$ cat src/logic/esl_regs.svh
`ifndef ESL_REGS_SVH
`define ESL_REGS_SVH
// ----------------------------------------
// status word bit positions (vector index)
// ----------------------------------------
// word bit 00 is the msb, so word bit k sits at index 15-k
`define ESL_B_SPEC 15
`define ESL_B_BADADR 14
`define ESL_B_PRIV 13
`define ESL_B_INVFN 11
`define ESL_B_STACK 9
`define ESL_B_PARITY 7
`define ESL_B_CTRL 5
`define ESL_B_IOCHK 4
`define ESL_B_SEQ 3
`define ESL_B_AIPL 2
`define ESL_B_PWR 0
`define ESL_PSW_USED 16'hEABD
`define ESL_PSW_RST 16'h0000
// ----------------------------------------
// level block layout and status bits
// ----------------------------------------
`define ESL_LSB_LAST 4'hA
`define ESL_LSB_IDX_LSR 4'h2
`define ESL_LSR_SUP 7
`define ESL_LSR_INPROC 6
`define ESL_LSR_SUM 4
`define ESL_LSR_RST 16'h0010
`define ESL_WORD_STEP 16'h0002
`endif

$ cat src/logic/esl_pkg.sv
`default_nettype none
package esl_pkg;
  typedef logic [1:0] esl_lvl_t;
  typedef logic [15:0] esl_word_t;
  typedef enum logic [1:0] {
    ST_IDLE = 2'b00,
    ST_COPY = 2'b01,
    ST_LOAD = 2'b10,
    ST_SWITCH = 2'b11
  } esl_st_t;
  typedef enum logic {
    LDR_IDLE = 1'b0,
    LDR_READ = 1'b1
  } esl_ldr_st_t;
endpackage : esl_pkg
`default_nettype wire

$ cat src/logic/esl_ldr_if.sv
`timescale 1ns/1ps
`default_nettype none
interface esl_ldr_if;
  import esl_pkg::*;
  logic start;
  esl_word_t ea;
  logic busy;
  logic done;
  logic mem_req;
  esl_word_t mem_addr;
  logic mem_ack;
  esl_word_t mem_rdata;
  logic wr;
  logic [3:0] idx;
  esl_word_t data;
  modport ctl (output start, ea, mem_ack, mem_rdata,
               input busy, done, mem_req, mem_addr, wr, idx, data);
  modport ldr (input start, ea, mem_ack, mem_rdata,
               output busy, done, mem_req, mem_addr, wr, idx, data);
endinterface : esl_ldr_if
`default_nettype wire

$ cat src/logic/esl_opdecode.sv
`timescale 1ns/1ps
`default_nettype none
module esl_opdecode (
  input wire logic [4:0] opcode_i, // operation code field
  input wire logic [4:0] func_i,   // function field, bit 4 used only for 0E and 0F
  input wire logic sup_i,          // supervisor state
  output logic illegal_o,          // illegal combination
  output logic reserved_o          // reserved combination
);
  // illegal combinations, all lead to program check
  wire op_0b = (opcode_i == 5'h0B);
  wire [3:0] f4 = func_i[3:0];
  wire ill_08 = (opcode_i == 5'h08) && (f4 != 4'h0) && (f4 != 4'h4) && !f4[3];
  wire ill_0b = op_0b && ((sup_i && (f4 == 4'h1 || f4 == 4'h9)) || f4 == 4'h5 || f4 == 4'h7);
  wire ill_0e = (opcode_i == 5'h0E) && func_i[4] && func_i[3] && (func_i[2:0] != 3'h1)
                && (func_i[2:0] != 3'h5);
  wire ill_0f = (opcode_i == 5'h0F) && ((func_i[4] && func_i[2]) || (func_i[4:3] == 2'b01)
                || (func_i[4] && func_i[1:0] == 2'b11 && !func_i[2]) || func_i == 5'h11);
  assign illegal_o = (opcode_i == 5'h07) || ill_08 || ill_0b || ill_0e || ill_0f
                     || (opcode_i == 5'h0C && func_i[2:0] == 3'h7)
                     || (opcode_i == 5'h16) || (opcode_i == 5'h1B)
                     || (opcode_i == 5'h1D && f4[3:2] == 2'b11);
  // reserved combinations go to the soft trap instead
  assign reserved_o = (opcode_i == 5'h04) || (op_0b && sup_i && f4[2:0] == 3'h3);
endmodule : esl_opdecode
`default_nettype wire

$ cat src/logic/esl_lsb_loader.sv
`timescale 1ns/1ps
`default_nettype none
`include "esl_regs.svh"
module esl_lsb_loader (
  input wire logic core_clk_i, // core clock
  input wire logic srst_i,     // sync reset
  input wire logic ce_i,       // clock enable
  esl_ldr_if.ldr lb            // control and storage side
);
  import esl_pkg::*;
  esl_ldr_st_t st_r;
  logic [3:0] idx_r;
  esl_word_t addr_r;
  logic wr_r;
  logic done_r;
  esl_word_t data_r;
  wire last = (idx_r == `ESL_LSB_LAST);
  // reads the block one word per storage handshake
  always_ff @(posedge core_clk_i) begin
    if (srst_i) begin
      st_r <= LDR_IDLE;
      idx_r <= 4'h0;
      addr_r <= 16'h0000;
      wr_r <= 1'b0;
      done_r <= 1'b0;
      data_r <= 16'h0000;
    end else if (ce_i) begin
      wr_r <= 1'b0;
      done_r <= 1'b0;
      if (st_r == LDR_IDLE && lb.start) begin
        st_r <= LDR_READ;
        idx_r <= 4'h0;
        addr_r <= lb.ea;
      end else if (st_r == LDR_READ && lb.mem_ack) begin
        wr_r <= 1'b1;
        data_r <= lb.mem_rdata;
        if (last) begin
          st_r <= LDR_IDLE;
          done_r <= 1'b1;
        end else begin
          idx_r <= idx_r + 4'h1;
          addr_r <= addr_r + `ESL_WORD_STEP;
        end
      end
    end
  end
  // index of the word carried on data, delayed to match
  logic [3:0] widx_r;
  always_ff @(posedge core_clk_i) begin
    if (srst_i) widx_r <= 4'h0;
    else if (ce_i && lb.mem_ack) widx_r <= idx_r;
  end
  assign lb.busy = (st_r == LDR_READ) || done_r;
  assign lb.done = done_r;
  assign lb.mem_req = (st_r == LDR_READ);
  assign lb.mem_addr = addr_r;
  assign lb.wr = wr_r;
  assign lb.idx = widx_r;
  assign lb.data = data_r;
endmodule : esl_lsb_loader
`default_nettype wire

$ cat src/logic/esl_top.sv
`timescale 1ns/1ps
`default_nettype none
`include "esl_regs.svh"
module esl_top (
  input wire logic core_clk_i,               // core clock
  input wire logic srst_i,                   // sync reset
  input wire logic ce_i,                     // clock enable
  input wire logic instr_valid_i,            // decoder presents instruction
  input wire logic [4:0] opcode_i,           // operation code
  input wire logic [4:0] func_i,             // function field
  input wire esl_pkg::esl_word_t iar_i,      // address of instruction
  input wire logic exec_i,                   // execution advancing
  input wire logic spec_chk_i,               // misaligned operand
  input wire logic bad_addr_i,               // beyond installed storage
  input wire logic priv_op_i,                // privileged instruction
  input wire logic stack_err_i,              // stack exception
  input wire logic par_err_i,                // storage read parity
  input wire logic ctrl_err_i,               // control malfunction
  input wire logic io_hw_err_i,              // i/o interface hw error
  input wire logic io_seq_valid_i,           // interface sequence seen
  input wire logic io_seq_nondpc_i,          // it was interrupt/cycle steal
  input wire logic auto_ipl_i,               // automatic program load
  input wire logic pwr_warn_i,               // power/thermal warning
  input wire logic cpsr_req_i,               // copy-status request
  input wire esl_pkg::esl_word_t cpsr_ea_i,  // copy-status target
  input wire logic set_level_block_op_req_i,               // set-level-block request
  input wire esl_pkg::esl_word_t set_level_block_op_ea_i,  // block address
  input wire esl_pkg::esl_lvl_t set_level_block_op_lvl_i,  // selected level
  input wire logic lex_req_i,                // level exit
  input wire logic [3:0] prio_req_i,         // pending level requests
  input wire logic prio_enter_i,             // priority interrupt taken
  input wire esl_pkg::esl_lvl_t prio_lvl_i,  // level entered
  output logic mem_req_o,                    // storage request
  output logic mem_we_o,                     // storage write
  output esl_pkg::esl_word_t mem_addr_o,     // storage address
  output esl_pkg::esl_word_t mem_wdata_o,    // storage write data
  input wire logic mem_ack_i,                // storage done
  input wire esl_pkg::esl_word_t mem_rdata_i,// storage read data
  output esl_pkg::esl_word_t processor_status_word_o, // status word
  output logic class_mchk_o,                 // machine check pulse
  output logic class_pchk_o,                 // program check pulse
  output logic class_trap_o,                 // soft trap pulse
  output logic class_pwr_o,                  // power/thermal pulse
  output logic io_reset_o,                   // channel/device reset pulse
  output esl_pkg::esl_word_t trap_iar_o,     // saved excepting address
  output logic lsb_wr_o,                     // hardware block write
  output esl_pkg::esl_lvl_t lsb_lvl_o,       // block level
  output logic [3:0] lsb_idx_o,              // word index in block
  output esl_pkg::esl_word_t lsb_data_o,     // word value
  output esl_pkg::esl_lvl_t cur_lvl_o,       // current level
  output logic lvl_active_o,                 // some level active
  output logic [3:0] pending_o,              // pending levels
  output logic supervisor_o,                 // active supervisor bit
  output logic summary_mask_o,               // active summary mask
  output logic busy_o                        // copy or load running
);
  import esl_pkg::*;

  // ----------------------------------------
  // helpers
  // ----------------------------------------
  // lowest index wins: level 0 is the highest priority
  function automatic logic [2:0] esl_first(input logic [3:0] v);
    logic [2:0] r;
    r = 3'b100;
    if (v[3]) r = 3'b011;
    if (v[2]) r = 3'b010;
    if (v[1]) r = 3'b001;
    if (v[0]) r = 3'b000;
    return r;
  endfunction : esl_first

  // ----------------------------------------
  // state
  // ----------------------------------------
  esl_st_t st_r;
  esl_st_t st_nxt;
  esl_word_t psw_r;
  esl_word_t psw_nxt;
  esl_word_t snap_r;
  esl_word_t cp_ea_r;
  esl_lvl_t sel_r;
  esl_lvl_t cur_r;
  esl_lvl_t cur_nxt;
  logic act_r;
  logic act_nxt;
  logic [3:0] pend_r;
  logic [3:0] pend_nxt;
  esl_word_t lsr_r [4];
  logic pwr_taken_r;
  logic mchk_r;
  logic pchk_r;
  logic trap_r;
  logic pwr_r;
  logic iorst_r;
  esl_word_t trap_iar_r;

  esl_ldr_if lb ();

  // ----------------------------------------
  // instruction decode
  // ----------------------------------------
  wire esl_word_t act_lsr = lsr_r[cur_r];
  wire sup = act_lsr[`ESL_LSR_SUP];
  wire sum_en = act_lsr[`ESL_LSR_SUM];
  logic illegal;
  logic reserved;

  esl_opdecode u_dec (
    .opcode_i (opcode_i),
    .func_i (func_i),
    .sup_i (sup),
    .illegal_o (illegal),
    .reserved_o (reserved)
  );

  esl_lsb_loader u_ldr (
    .core_clk_i (core_clk_i),
    .srst_i (srst_i),
    .ce_i (ce_i),
    .lb (lb.ldr)
  );

  // ----------------------------------------
  // event recording
  // ----------------------------------------
  wire ev_ill = instr_valid_i && illegal;
  wire ev_res = instr_valid_i && reserved && !illegal;
  wire ev_priv = priv_op_i && !sup;
  wire ev_ctrl = ctrl_err_i || (exec_i && !act_r);
  wire ev_io = io_hw_err_i;
  // each event sets its own bit, illegal and reserved share INVFN, control fault and execution with no level active share CTRL; hardware alone drives these inputs
  wire esl_word_t set_vec = ({15'h0000, pwr_warn_i} << `ESL_B_PWR)
                          | ({15'h0000, auto_ipl_i} << `ESL_B_AIPL)
                          | ({15'h0000, ev_io} << `ESL_B_IOCHK)
                          | ({15'h0000, ev_ctrl} << `ESL_B_CTRL)
                          | ({15'h0000, par_err_i} << `ESL_B_PARITY)
                          | ({15'h0000, stack_err_i} << `ESL_B_STACK)
                          | ({15'h0000, ev_ill || ev_res} << `ESL_B_INVFN)
                          | ({15'h0000, ev_priv} << `ESL_B_PRIV)
                          | ({15'h0000, bad_addr_i} << `ESL_B_BADADR)
                          | ({15'h0000, spec_chk_i} << `ESL_B_SPEC);

  // class selection per status bit
  wire ev_mchk = par_err_i || ev_ctrl || ev_io;
  wire ev_pchk = spec_chk_i || bad_addr_i || ev_priv || ev_ill;
  wire ev_trap = stack_err_i || ev_res;
  wire ev_iorst = ev_ctrl || ev_io;

  // copy completes on the storage handshake of the write
  wire cp_done = (st_r == ST_COPY) && mem_ack_i;
  // clear only what was stored, so a fresh event in that cycle survives
  wire esl_word_t cleared = cp_done ? (psw_r & ~snap_r) : psw_r;
  wire seq_nxt = io_seq_valid_i ? io_seq_nondpc_i : psw_r[`ESL_B_SEQ];

  always_comb begin
    psw_nxt = (cleared | set_vec) & `ESL_PSW_USED;
    psw_nxt[`ESL_B_SEQ] = seq_nxt;
  end

  // ----------------------------------------
  // status word and class pulses
  // ----------------------------------------
  always_ff @(posedge core_clk_i) begin
    if (srst_i) begin
      psw_r <= `ESL_PSW_RST;
    end else if (ce_i) begin
      psw_r <= psw_nxt;
    end
  end

  // power class waits for the summary mask; taken once per recording
  wire pwr_fire = psw_r[`ESL_B_PWR] && !pwr_taken_r && sum_en;

  always_ff @(posedge core_clk_i) begin
    if (srst_i) begin
      mchk_r <= 1'b0;
      pchk_r <= 1'b0;
      trap_r <= 1'b0;
      pwr_r <= 1'b0;
      iorst_r <= 1'b0;
      pwr_taken_r <= 1'b0;
    end else if (ce_i) begin
      mchk_r <= ev_mchk;
      pchk_r <= ev_pchk;
      trap_r <= ev_trap;
      pwr_r <= pwr_fire;
      iorst_r <= ev_iorst;
      pwr_taken_r <= psw_nxt[`ESL_B_PWR] && (pwr_taken_r || pwr_fire);
    end
  end

  // excepting address kept for the stored block; processor untouched
  always_ff @(posedge core_clk_i) begin
    if (srst_i) begin
      trap_iar_r <= 16'h0000;
    end else if (ce_i && ev_trap) begin
      trap_iar_r <= iar_i;
    end
  end

  // ----------------------------------------
  // copy / load sequencer
  // ----------------------------------------
  always_comb begin
    st_nxt = st_r;
    case (st_r)
      ST_IDLE: begin
        if (cpsr_req_i) begin
          st_nxt = ST_COPY;
        end else if (set_level_block_op_req_i) begin
          st_nxt = ST_LOAD;
        end
      end
      ST_COPY: begin
        if (mem_ack_i) st_nxt = ST_IDLE;
      end
      ST_LOAD: begin
        if (lb.done) st_nxt = ST_SWITCH;
      end
      ST_SWITCH: st_nxt = ST_IDLE;
      default: st_nxt = ST_IDLE;
    endcase
  end

  wire go_copy = (st_r == ST_IDLE) && cpsr_req_i;
  wire go_load = (st_r == ST_IDLE) && !cpsr_req_i && set_level_block_op_req_i;

  always_ff @(posedge core_clk_i) begin
    if (srst_i) begin
      st_r <= ST_IDLE;
      snap_r <= 16'h0000;
      cp_ea_r <= 16'h0000;
      sel_r <= 2'b00;
    end else if (ce_i) begin
      st_r <= st_nxt;
      if (go_copy) begin
        snap_r <= psw_r;
        cp_ea_r <= cpsr_ea_i;
      end
      if (go_load) sel_r <= set_level_block_op_lvl_i;
    end
  end

  // loader hook-up; it owns storage only while loading
  assign lb.start = go_load;
  assign lb.ea = set_level_block_op_ea_i;
  assign lb.mem_ack = mem_ack_i && (st_r == ST_LOAD);
  assign lb.mem_rdata = mem_rdata_i;

  // storage port: copy writes one word, load reads the block
  wire copy_on = (st_r == ST_COPY);
  assign mem_req_o = copy_on || lb.mem_req;
  assign mem_we_o = copy_on;
  assign mem_addr_o = copy_on ? cp_ea_r : lb.mem_addr;
  assign mem_wdata_o = snap_r;

  // ----------------------------------------
  // hardware level blocks (status words kept here)
  // ----------------------------------------
  wire lsr_wr = lb.wr && (lb.idx == `ESL_LSB_IDX_LSR);

  always_ff @(posedge core_clk_i) begin
    if (srst_i) begin
      for (int i = 0; i < 4; i++) lsr_r[i] <= `ESL_LSR_RST;
    end else if (ce_i && lsr_wr) begin
      lsr_r[sel_r] <= lb.data;
    end
  end

  // ----------------------------------------
  // level switching
  // ----------------------------------------
  // masks take no part here, priority and the in-process bit decide
  wire inproc = lsr_r[sel_r][`ESL_LSR_INPROC];
  wire [2:0] pend_top = esl_first(pend_r);
  wire [2:0] req_top = esl_first(prio_req_i);
  wire lex_ok = lex_req_i && act_r && (st_r == ST_IDLE);

  always_comb begin
    cur_nxt = cur_r;
    act_nxt = act_r;
    pend_nxt = pend_r;
    if (prio_enter_i) begin
      if (act_r) pend_nxt[cur_r] = 1'b1;
      cur_nxt = prio_lvl_i;
      act_nxt = 1'b1;
      pend_nxt[prio_lvl_i] = 1'b0;
    end else if (st_r == ST_SWITCH && inproc) begin
      if (!act_r || sel_r == cur_r) begin
        cur_nxt = sel_r;
        act_nxt = 1'b1;
      end else if (sel_r < cur_r) begin
        pend_nxt[cur_r] = 1'b1;
        cur_nxt = sel_r;
      end else begin
        pend_nxt[sel_r] = 1'b1;
      end
    end else if (lex_ok) begin
      act_nxt = 1'b0;
      // a pending level resumes only if nothing higher is asking
      if (!pend_top[2] && !(req_top < pend_top)) begin
        cur_nxt = pend_top[1:0];
        act_nxt = 1'b1;
        pend_nxt[pend_top[1:0]] = 1'b0;
      end
    end
  end

  always_ff @(posedge core_clk_i) begin
    if (srst_i) begin
      cur_r <= 2'b00;
      act_r <= 1'b1;
      pend_r <= 4'h0;
    end else if (ce_i) begin
      cur_r <= cur_nxt;
      act_r <= act_nxt;
      pend_r <= pend_nxt;
    end
  end

  // ----------------------------------------
  // outputs
  // ----------------------------------------
  assign processor_status_word_o = psw_r;
  assign class_mchk_o = mchk_r;
  assign class_pchk_o = pchk_r;
  assign class_trap_o = trap_r;
  assign class_pwr_o = pwr_r;
  assign io_reset_o = iorst_r;
  assign trap_iar_o = trap_iar_r;
  assign lsb_wr_o = lb.wr;
  assign lsb_lvl_o = sel_r;
  assign lsb_idx_o = lb.idx;
  assign lsb_data_o = lb.data;
  assign cur_lvl_o = cur_r;
  assign lvl_active_o = act_r;
  assign pending_o = pend_r;
  assign supervisor_o = sup;
  assign summary_mask_o = sum_en;
  assign busy_o = (st_r != ST_IDLE);
endmodule : esl_top
`default_nettype wire

$ cat config.mk
export PLATFORM = sky130hd
export DESIGN_NAME = esl_top
export DESIGN_NICKNAME = d
export VERILOG_FILES = /design/src/logic/esl_pkg.sv /design/src/logic/esl_ldr_if.sv /design/src/logic/esl_opdecode.sv /design/src/logic/esl_lsb_loader.sv /design/src/logic/esl_top.sv
export VERILOG_INCLUDE_DIRS = /design/src /design/src/logic
export SDC_FILE = /design/constraint.sdc
export NUM_CORES = 1
export LEC_CHECK = 0
export BUFFER_PORTS_ARGS = -buffer_cell sky130_fd_sc_hd__buf_2
export CORE_UTILIZATION = 30
export DETAILED_ROUTE_END_ITERATION = 10
export PLACE_DENSITY_LB_ADDON = 0.08
export REMOVE_ABC_BUFFERS = 1
export SETUP_SLACK_MARGIN = 0.1
export SYNTH_ARGS = -nofsm -noshare
export SYNTH_HDL_FRONTEND = slang
export SYNTH_HIERARCHICAL = 1
export SYNTH_SLANG_ARGS = --single-unit
$ cat constraint.sdc
create_clock -name core_clk_i -period 6.1 [get_ports core_clk_i]
set_input_delay 0.305 -clock core_clk_i [delete_from_list [all_inputs] [get_ports core_clk_i]]
set_output_delay 0.305 -clock core_clk_i [all_outputs]
set_load 0.005 [all_outputs]
Word-level counts from Yosys, hierarchy flattened
Memories as Yosys holds them, arrays and structs flattened. A register that Yosys moved wholly into a read port is not among the register bits.
Index checks and enable logic that the tools add are counted.
Widths: inputs -> output; s select.
{"block": "word_totals", "register_bits": 114, "ramBits": 64, "n_memories": 1, "output_inout_bits": 104, "inputBits": 103}
{"block": "op_classes", "n_addsub": 2, "magnitude_cmp": 10, "n_mux": 68, "n_eq_ne": 36, "n_reduce_logical": 98, "bitwise": 20}
{"name": "lsr_r", "words": 4, "word_bits": 16, "rd": 2, "rd_ports_with_merged_regs": 2, "wr": 4, "line": "esl_top.sv:89", "text": "esl_word_t lsr_r [4];"}
{"op": "$mux 16", "count": 6}
{"op": "$logic_and 1x1->1", "count": 44}
{"op": "$mux 4", "count": 11}
{"op": "$mux 2", "count": 15}
{"op": "$logic_or 1x1->1", "count": 27}
{"op": "$eq 5x4->1 const B", "count": 5}
{"op": "$mux 3", "count": 8}
{"op": "$mux 1", "count": 23}
{"op": "$eq 5x5->1 const B", "count": 4}
{"op": "$add 16x2->16 const B", "count": 1}
{"op": "$and 16x16->16", "count": 1}
{"op": "$not 16->16", "count": 1}
{"op": "$or 15x16->16", "count": 1}
{"op": "$or 16x16->16", "count": 1}
{"op": "$reduce_or 16->1", "count": 1}
{"op": "$or 14x15->15", "count": 1}
{"op": "$or 12x14->14", "count": 1}
{"op": "$lt 2x3->1 const B", "count": 4}
{"op": "$or 10x12->12", "count": 1}
{"op": "$reduce_and 3->1", "count": 4}
{"op": "$reduce_and 4->1", "count": 3}
{"op": "$eq 5x3->1 const B", "count": 2}
{"op": "$or 8x10->10", "count": 1}
{"op": "$logic_not 1->1", "count": 9}
{"op": "other kinds (35)", "count": 59}

Longest topological paths before layout
{"block": "depth", "word_depth": 22, "ltp_mapped": 12}

By module
The synthesis kept the hierarchy.
{"mod": "esl_top", "area_per_inst_um2": 4077.7, "instances": 1, "cells_per_inst": 495}
{"mod": "esl_lsb_loader", "area_per_inst_um2": 2038.2, "instances": 1, "cells_per_inst": 259}
{"mod": "esl_opdecode", "area_per_inst_um2": 211.5, "instances": 1, "cells_per_inst": 32}

Worst setup path before layout
No wires, ideal clock.
{"block": "synth_path", "path_type": "flip-flop to flip-flop", "startpoint": "register with a tool-made name", "endpoint": "register trap_iar_r[0], in the netlist trap_iar_o[0]", "arrival_ps": 2380, "path_slack_ps": 3592, "setup_time_ps": 128, "synth_period_minus_slack_ps": 2508, "stages_incl_launch_ff": 11, "cell_sequence": "dfxtp_1 mux4_2 a22oi_1 nor4_1 or4_1 nor2_1 o21ai_0 buf_1 buf_2 mux2i_1 nor2_1"}
{"element": "end signal: assignment", "line": "esl_top.sv:198", "text": "trap_iar_r <= iar_i;"}
{"element": "end: declaration", "line": "esl_top.sv:96", "text": "esl_word_t trap_iar_r;"}

Final worst setup path
{"block": "layout_path", "startpoint": "register pend_r[0], in the netlist pending_o[0]", "endpoint": "register pend_r[2], in the netlist pending_o[2]"}
{"block": "layout_between", "elab_chain_len": 11, "elab_cells_between_ends": 18}
{"element": "start: declaration", "line": "esl_top.sv:87", "text": "logic [3:0] pend_r;"}
{"element": "start signal: assignment", "line": "esl_top.sv:318", "text": "pend_r <= pend_nxt;"}
{"element": "$mux 3 (*)", "line": "esl_top.sv:69", "text": "if (v[0]) r = 3'b000;"}
{"element": "$lt 2x3->1 (not written as such) / $ge 2x1->1 (equally long branches)", "line": "esl_top.sv:305", "text": "pend_nxt[pend_top[1:0]] = 1'b0;"}
{"element": "$logic_and 1x1->1 (not written as such)", "line": "esl_top.sv:305"}
{"element": "$mux 1 (not written as such)", "line": "esl_top.sv:305"}
{"element": "$demux 1 s2", "line": "esl_top.sv:305"}
{"element": "$not 4->4 (no source line)"}
{"element": "$and 4x4->4 (no source line)"}
{"element": "$mux 4", "line": "esl_top.sv:302", "text": "if (!pend_top[2] && !(req_top < pend_top)) begin"}
{"element": "$mux 4", "line": "esl_top.sv:299", "text": "end else if (lex_ok) begin"}
{"element": "$mux 4", "line": "esl_top.sv:289", "text": "end else if (st_r == ST_SWITCH && inproc) begin"}
{"element": "$mux 4", "line": "esl_top.sv:284", "text": "if (prio_enter_i) begin"}
Every way passes the cells marked *; elsewhere a longest branch is shown, timed or not. The select of a mux whose other input is x is not followed.
A chain may end at the register's enable or synchronous reset.

==> run summary <==
The run gives 0 as the number of buffers inserted by hold repair at cts. The clock period could shrink to 2578 ps. During placement, the flow inserted port buffers numbering 196. The later pin in the worst-skew pair is clocked with a latency of 420 ps. The wire length per cell was 15.15 um. The number of antenna violations at the first check in global routing is 0. The longest clock path from root to sink contains 2 buffers.

The worst register-to-register path begins at pending_o[0]. The routed design has 18.82 mm of wire. The tools report the initial cell density of the core as 0.3094. The flow ran to the end, and the final reports show no timing, DRC or antenna violations. For the internal power, the log shows 1.607 mW.

The logs give 0.1752 for the all-layer global routing usage and 0 for the final-report max-slew violation count. Setup repair after global routing left no endpoint under its margin. The number of nets with antenna violations after detailed routing was 0; the leftover overflow at the end of global routing was 0. The H-tree was split into 4 levels. Post-CTS setup buffer count: 0. Across the whole layout, storage elements account for 2723 um^2. The first routing iteration left 329 violations. Endpoint kind of the worst setup timing path: a register. The most critical setup path has its endpoint at pending_o[2].

The worst-case IR drop observed on VDD is 0.0001682 V. In this run the horizontal extent of the chip is 147.2 um. The region available for standard cell placement spans 20430 um^2. The tools report the area taken by multi-input logic gates as 3246 um^2.

STA puts the critical path data required time at 6420 ps. Setup violations remaining at the end of the flow were counted as 0. The number of synthesis warnings came out at 6. Area growth from synthesis to final layout: 26.94%. The die covers 21650 um^2. The final cycle utilization of the critical path was 0.4226.

For the pin with the worst max-slew slack, the measured transition is 1035 ps. The power density normalized to cell area was 268.8 nW/um^2. In this run the power spent charging and discharging nets is 0.5505 mW. The kind of start point of the critical path was a register.

207 I/O pins were placed. The total via count after detailed routing was 6039; the reported leakage power was 3.442 nW. The maximum frequency from static timing analysis is 387.9 MHz.

The number of cell instances on the worst register-to-register path came out at 9. In this run the register-to-register setup slack is 3520 ps. The tightest min-delay check is of the input port to register type. From bottom edge to top edge, the die measures 147.2 um.

Buffers inserted during clock tree synthesis total 17. The tools report the arrival time reported for the critical path endpoint as 2900 ps. The category of the critical setup timing path was register to register.

The synthesized area per cell is 8.052 um^2. The fraction of power consumed by the clock network was 0.475; the share of layout cells above drive strength 1 was 0.2634. The relative contribution of sequential cells to total power is 0.425. The run gives 785 as the post-synthesis cell count. The detailed-routing iteration count for the pre-antenna-repair pass came out at 5. The tool flagged a number of max-cap violations equal to 0. The via count of the first global-routing pass was 5761.

The logs give 8.599 ps for the worst-case clock skew and 6321 um^2 for the post-synthesis instance area. The logs give 0.100 for the part of the total power dissipated in combinational logic and 0 for the post-detailed-route DRC marker count. The run gives 0.3100 as the worst relative slew slack.

TritonCTS built the clock tree. The post-cts gate resize count was 0; the number of diodes was 0. The number of vias per cell after detailed routing is 4.862.

After clock tree synthesis, the clock-pin slew on the worst setup and hold paths is 60 ps. The tools report the final cell utilization of the core as 0.3928. The tree is rooted in a sky130_fd_sc_hd__clkbuf_16. The switching part of the total power is 0.2552, and the top fanout value on the critical path is 9. The most critical setup path has its startpoint at pending_o[0]. The logs give 29.95 mm for the wire length of the first global-routing pass and 2204 for the number of filler cells placed in the layout. The tools report the number of sinks driven by the clock tree as 130. In the final timing run, aggregate negative setup slack is 0 ps.

The maximum number of pins on one net before global-route repair is 65, and the weighted congestion reported at the end of routability-driven placement is 0.8283. The net count of the finished layout is 1069. The endpoint identified for the worst register-to-register timing path is pending_o[2]. The initialized floorplan defines 52 standard-cell rows. The logs give 13.22 mm for the sum of net half-perimeters after detailed placement and 0 for the final hold violation count.
==> cells in the final DEF (no fill, tap or decap), types with 4 or more instances in the layout <==
| cell | instances |
|---|---|
| sky130_fd_sc_hd__conb_1 | 10 |
| sky130_fd_sc_hd__nand3b_1 | 4 |
| sky130_fd_sc_hd__buf_2 | 195 |
| sky130_fd_sc_hd__inv_1 | 26 |
| sky130_fd_sc_hd__nand2_1 | 191 |
| sky130_fd_sc_hd__clkinvlp_4 | 5 |
| sky130_fd_sc_hd__a21oi_1 | 82 |
| sky130_fd_sc_hd__edfxtp_1 | 12 |
| sky130_fd_sc_hd__a22oi_1 | 8 |
| sky130_fd_sc_hd__o21ai_0 | 21 |
| sky130_fd_sc_hd__a211oi_1 | 5 |
| sky130_fd_sc_hd__mux2i_1 | 25 |
| sky130_fd_sc_hd__buf_4 | 7 |
| sky130_fd_sc_hd__dfxtp_1 | 118 |
| sky130_fd_sc_hd__nand3_1 | 21 |
| sky130_fd_sc_hd__o211ai_1 | 4 |
| sky130_fd_sc_hd__nand4_1 | 4 |
| sky130_fd_sc_hd__clkbuf_16 | 17 |
| sky130_fd_sc_hd__and3_1 | 7 |
| sky130_fd_sc_hd__ha_1 | 7 |
| sky130_fd_sc_hd__a31oi_1 | 12 |
| sky130_fd_sc_hd__nor3_1 | 18 |
| sky130_fd_sc_hd__nand2b_1 | 8 |
| sky130_fd_sc_hd__a21o_1 | 4 |
| sky130_fd_sc_hd__nor2_1 | 54 |
| sky130_fd_sc_hd__nor2b_1 | 7 |
| sky130_fd_sc_hd__a311oi_1 | 5 |
| sky130_fd_sc_hd__nor4_1 | 7 |
| sky130_fd_sc_hd__o31ai_1 | 4 |
| sky130_fd_sc_hd__and2_1 | 8 |
==> state kept, by name, indices dropped and copies added (netlist names), 2 cells and up, named ones only <==
register                 flops
mem_wdata_o                 11
u_ldr/lb.idx                 4
st_r                         2
pending_o                    4
processor_status_word_o     11
cur_lvl_o                    2
cp_ea_r                     16
trap_iar_o                  16
u_ldr/idx_r                  4
lsb_lvl_o                    2
u_ldr/lb.data               16
lsr_r                       12
u_ldr/lb.mem_addr           16
==> cell type report <==
class	instances	share of cell area
inverter	27	0.01263
sequential	130	0.3393
clock buffer	20	0.05692
multi-input combinational	581	0.4045
timing repair buffer	202	0.1282
tap	270	0.04210
clock inverter	12	0.01637
==> per-layer routing <==
layer	wire [um]	vias to the layer above	GRT usage
li1	-	3072	-
met1	9348	2752	0.2378
met2	8059	196	0.2670
met3	1138	19	0.04689
met4	275	0	0.05979
met5	0	-	0
==> per-stage QoR <==
stage | hold slack, ps | std cells | worst slack [ps] | cell area, um^2 | total power [mW]
CTS | 95.53 | 1242 | 3472 | 8024 | 2.189
detailed placement | 447.1 | 1210 | 3529 | 7436 | 1.154
floorplan | 373.9 | 738 | 2638 | 6066 | 1.037
finish | 117.4 | 1242 | 3522 | 8024 | 2.157
global placement | 440.5 | 1210 | 3520 | 7436 | 1.156
global route | 98.03 | 1242 | 3280 | 8024 | 2.256
==> worst min-delay path by stage <==
stage / start / to / slack, ps / cells after the start
4_1_cts: iar_i[3] / trap_iar_o[3] / 100 / 3
2_1_floorplan: srst_i / pending_o[2] / 370 / 1
3_5_place_dp: u_ldr/lb.data[11] / u_ldr/lb.data[11] / 450 / 2
6_report: iar_i[0] / trap_iar_o[0] / 120 / 3
5_1_grt: iar_i[12] / trap_iar_o[12] / 100 / 3
3_3_place_gp: mem_wdata_o[3] / mem_wdata_o[3] / 440 / 2
==> critical path, stage by stage, from the launching register on <==
cell and delay [ps]:
sky130_fd_sc_hd__dfxtp_1 530, sky130_fd_sc_hd__nor2_1 100, sky130_fd_sc_hd__o21ai_0 130, sky130_fd_sc_hd__ha_1 310, sky130_fd_sc_hd__a21o_1 180, sky130_fd_sc_hd__a31o_1 190, sky130_fd_sc_hd__a221oi_2 360, sky130_fd_sc_hd__o21ai_1 210
sky130_fd_sc_hd__and4_4 210, sky130_fd_sc_hd__a2111oi_2 260
==> power groups by stage <==
stage / clock, mW / combinational, mW / sequential [mW]
after CTS: 1.05 / 0.219 / 0.917
after global routing: 1.09 / 0.243 / 0.921
after detailed placement: 0 / 0.219 / 0.935
after floorplan: 0 / 0.106 / 0.931
after global placement: 0 / 0.219 / 0.936
final: 1.02 / 0.216 / 0.917
Power figures use the tool's default switching activity.
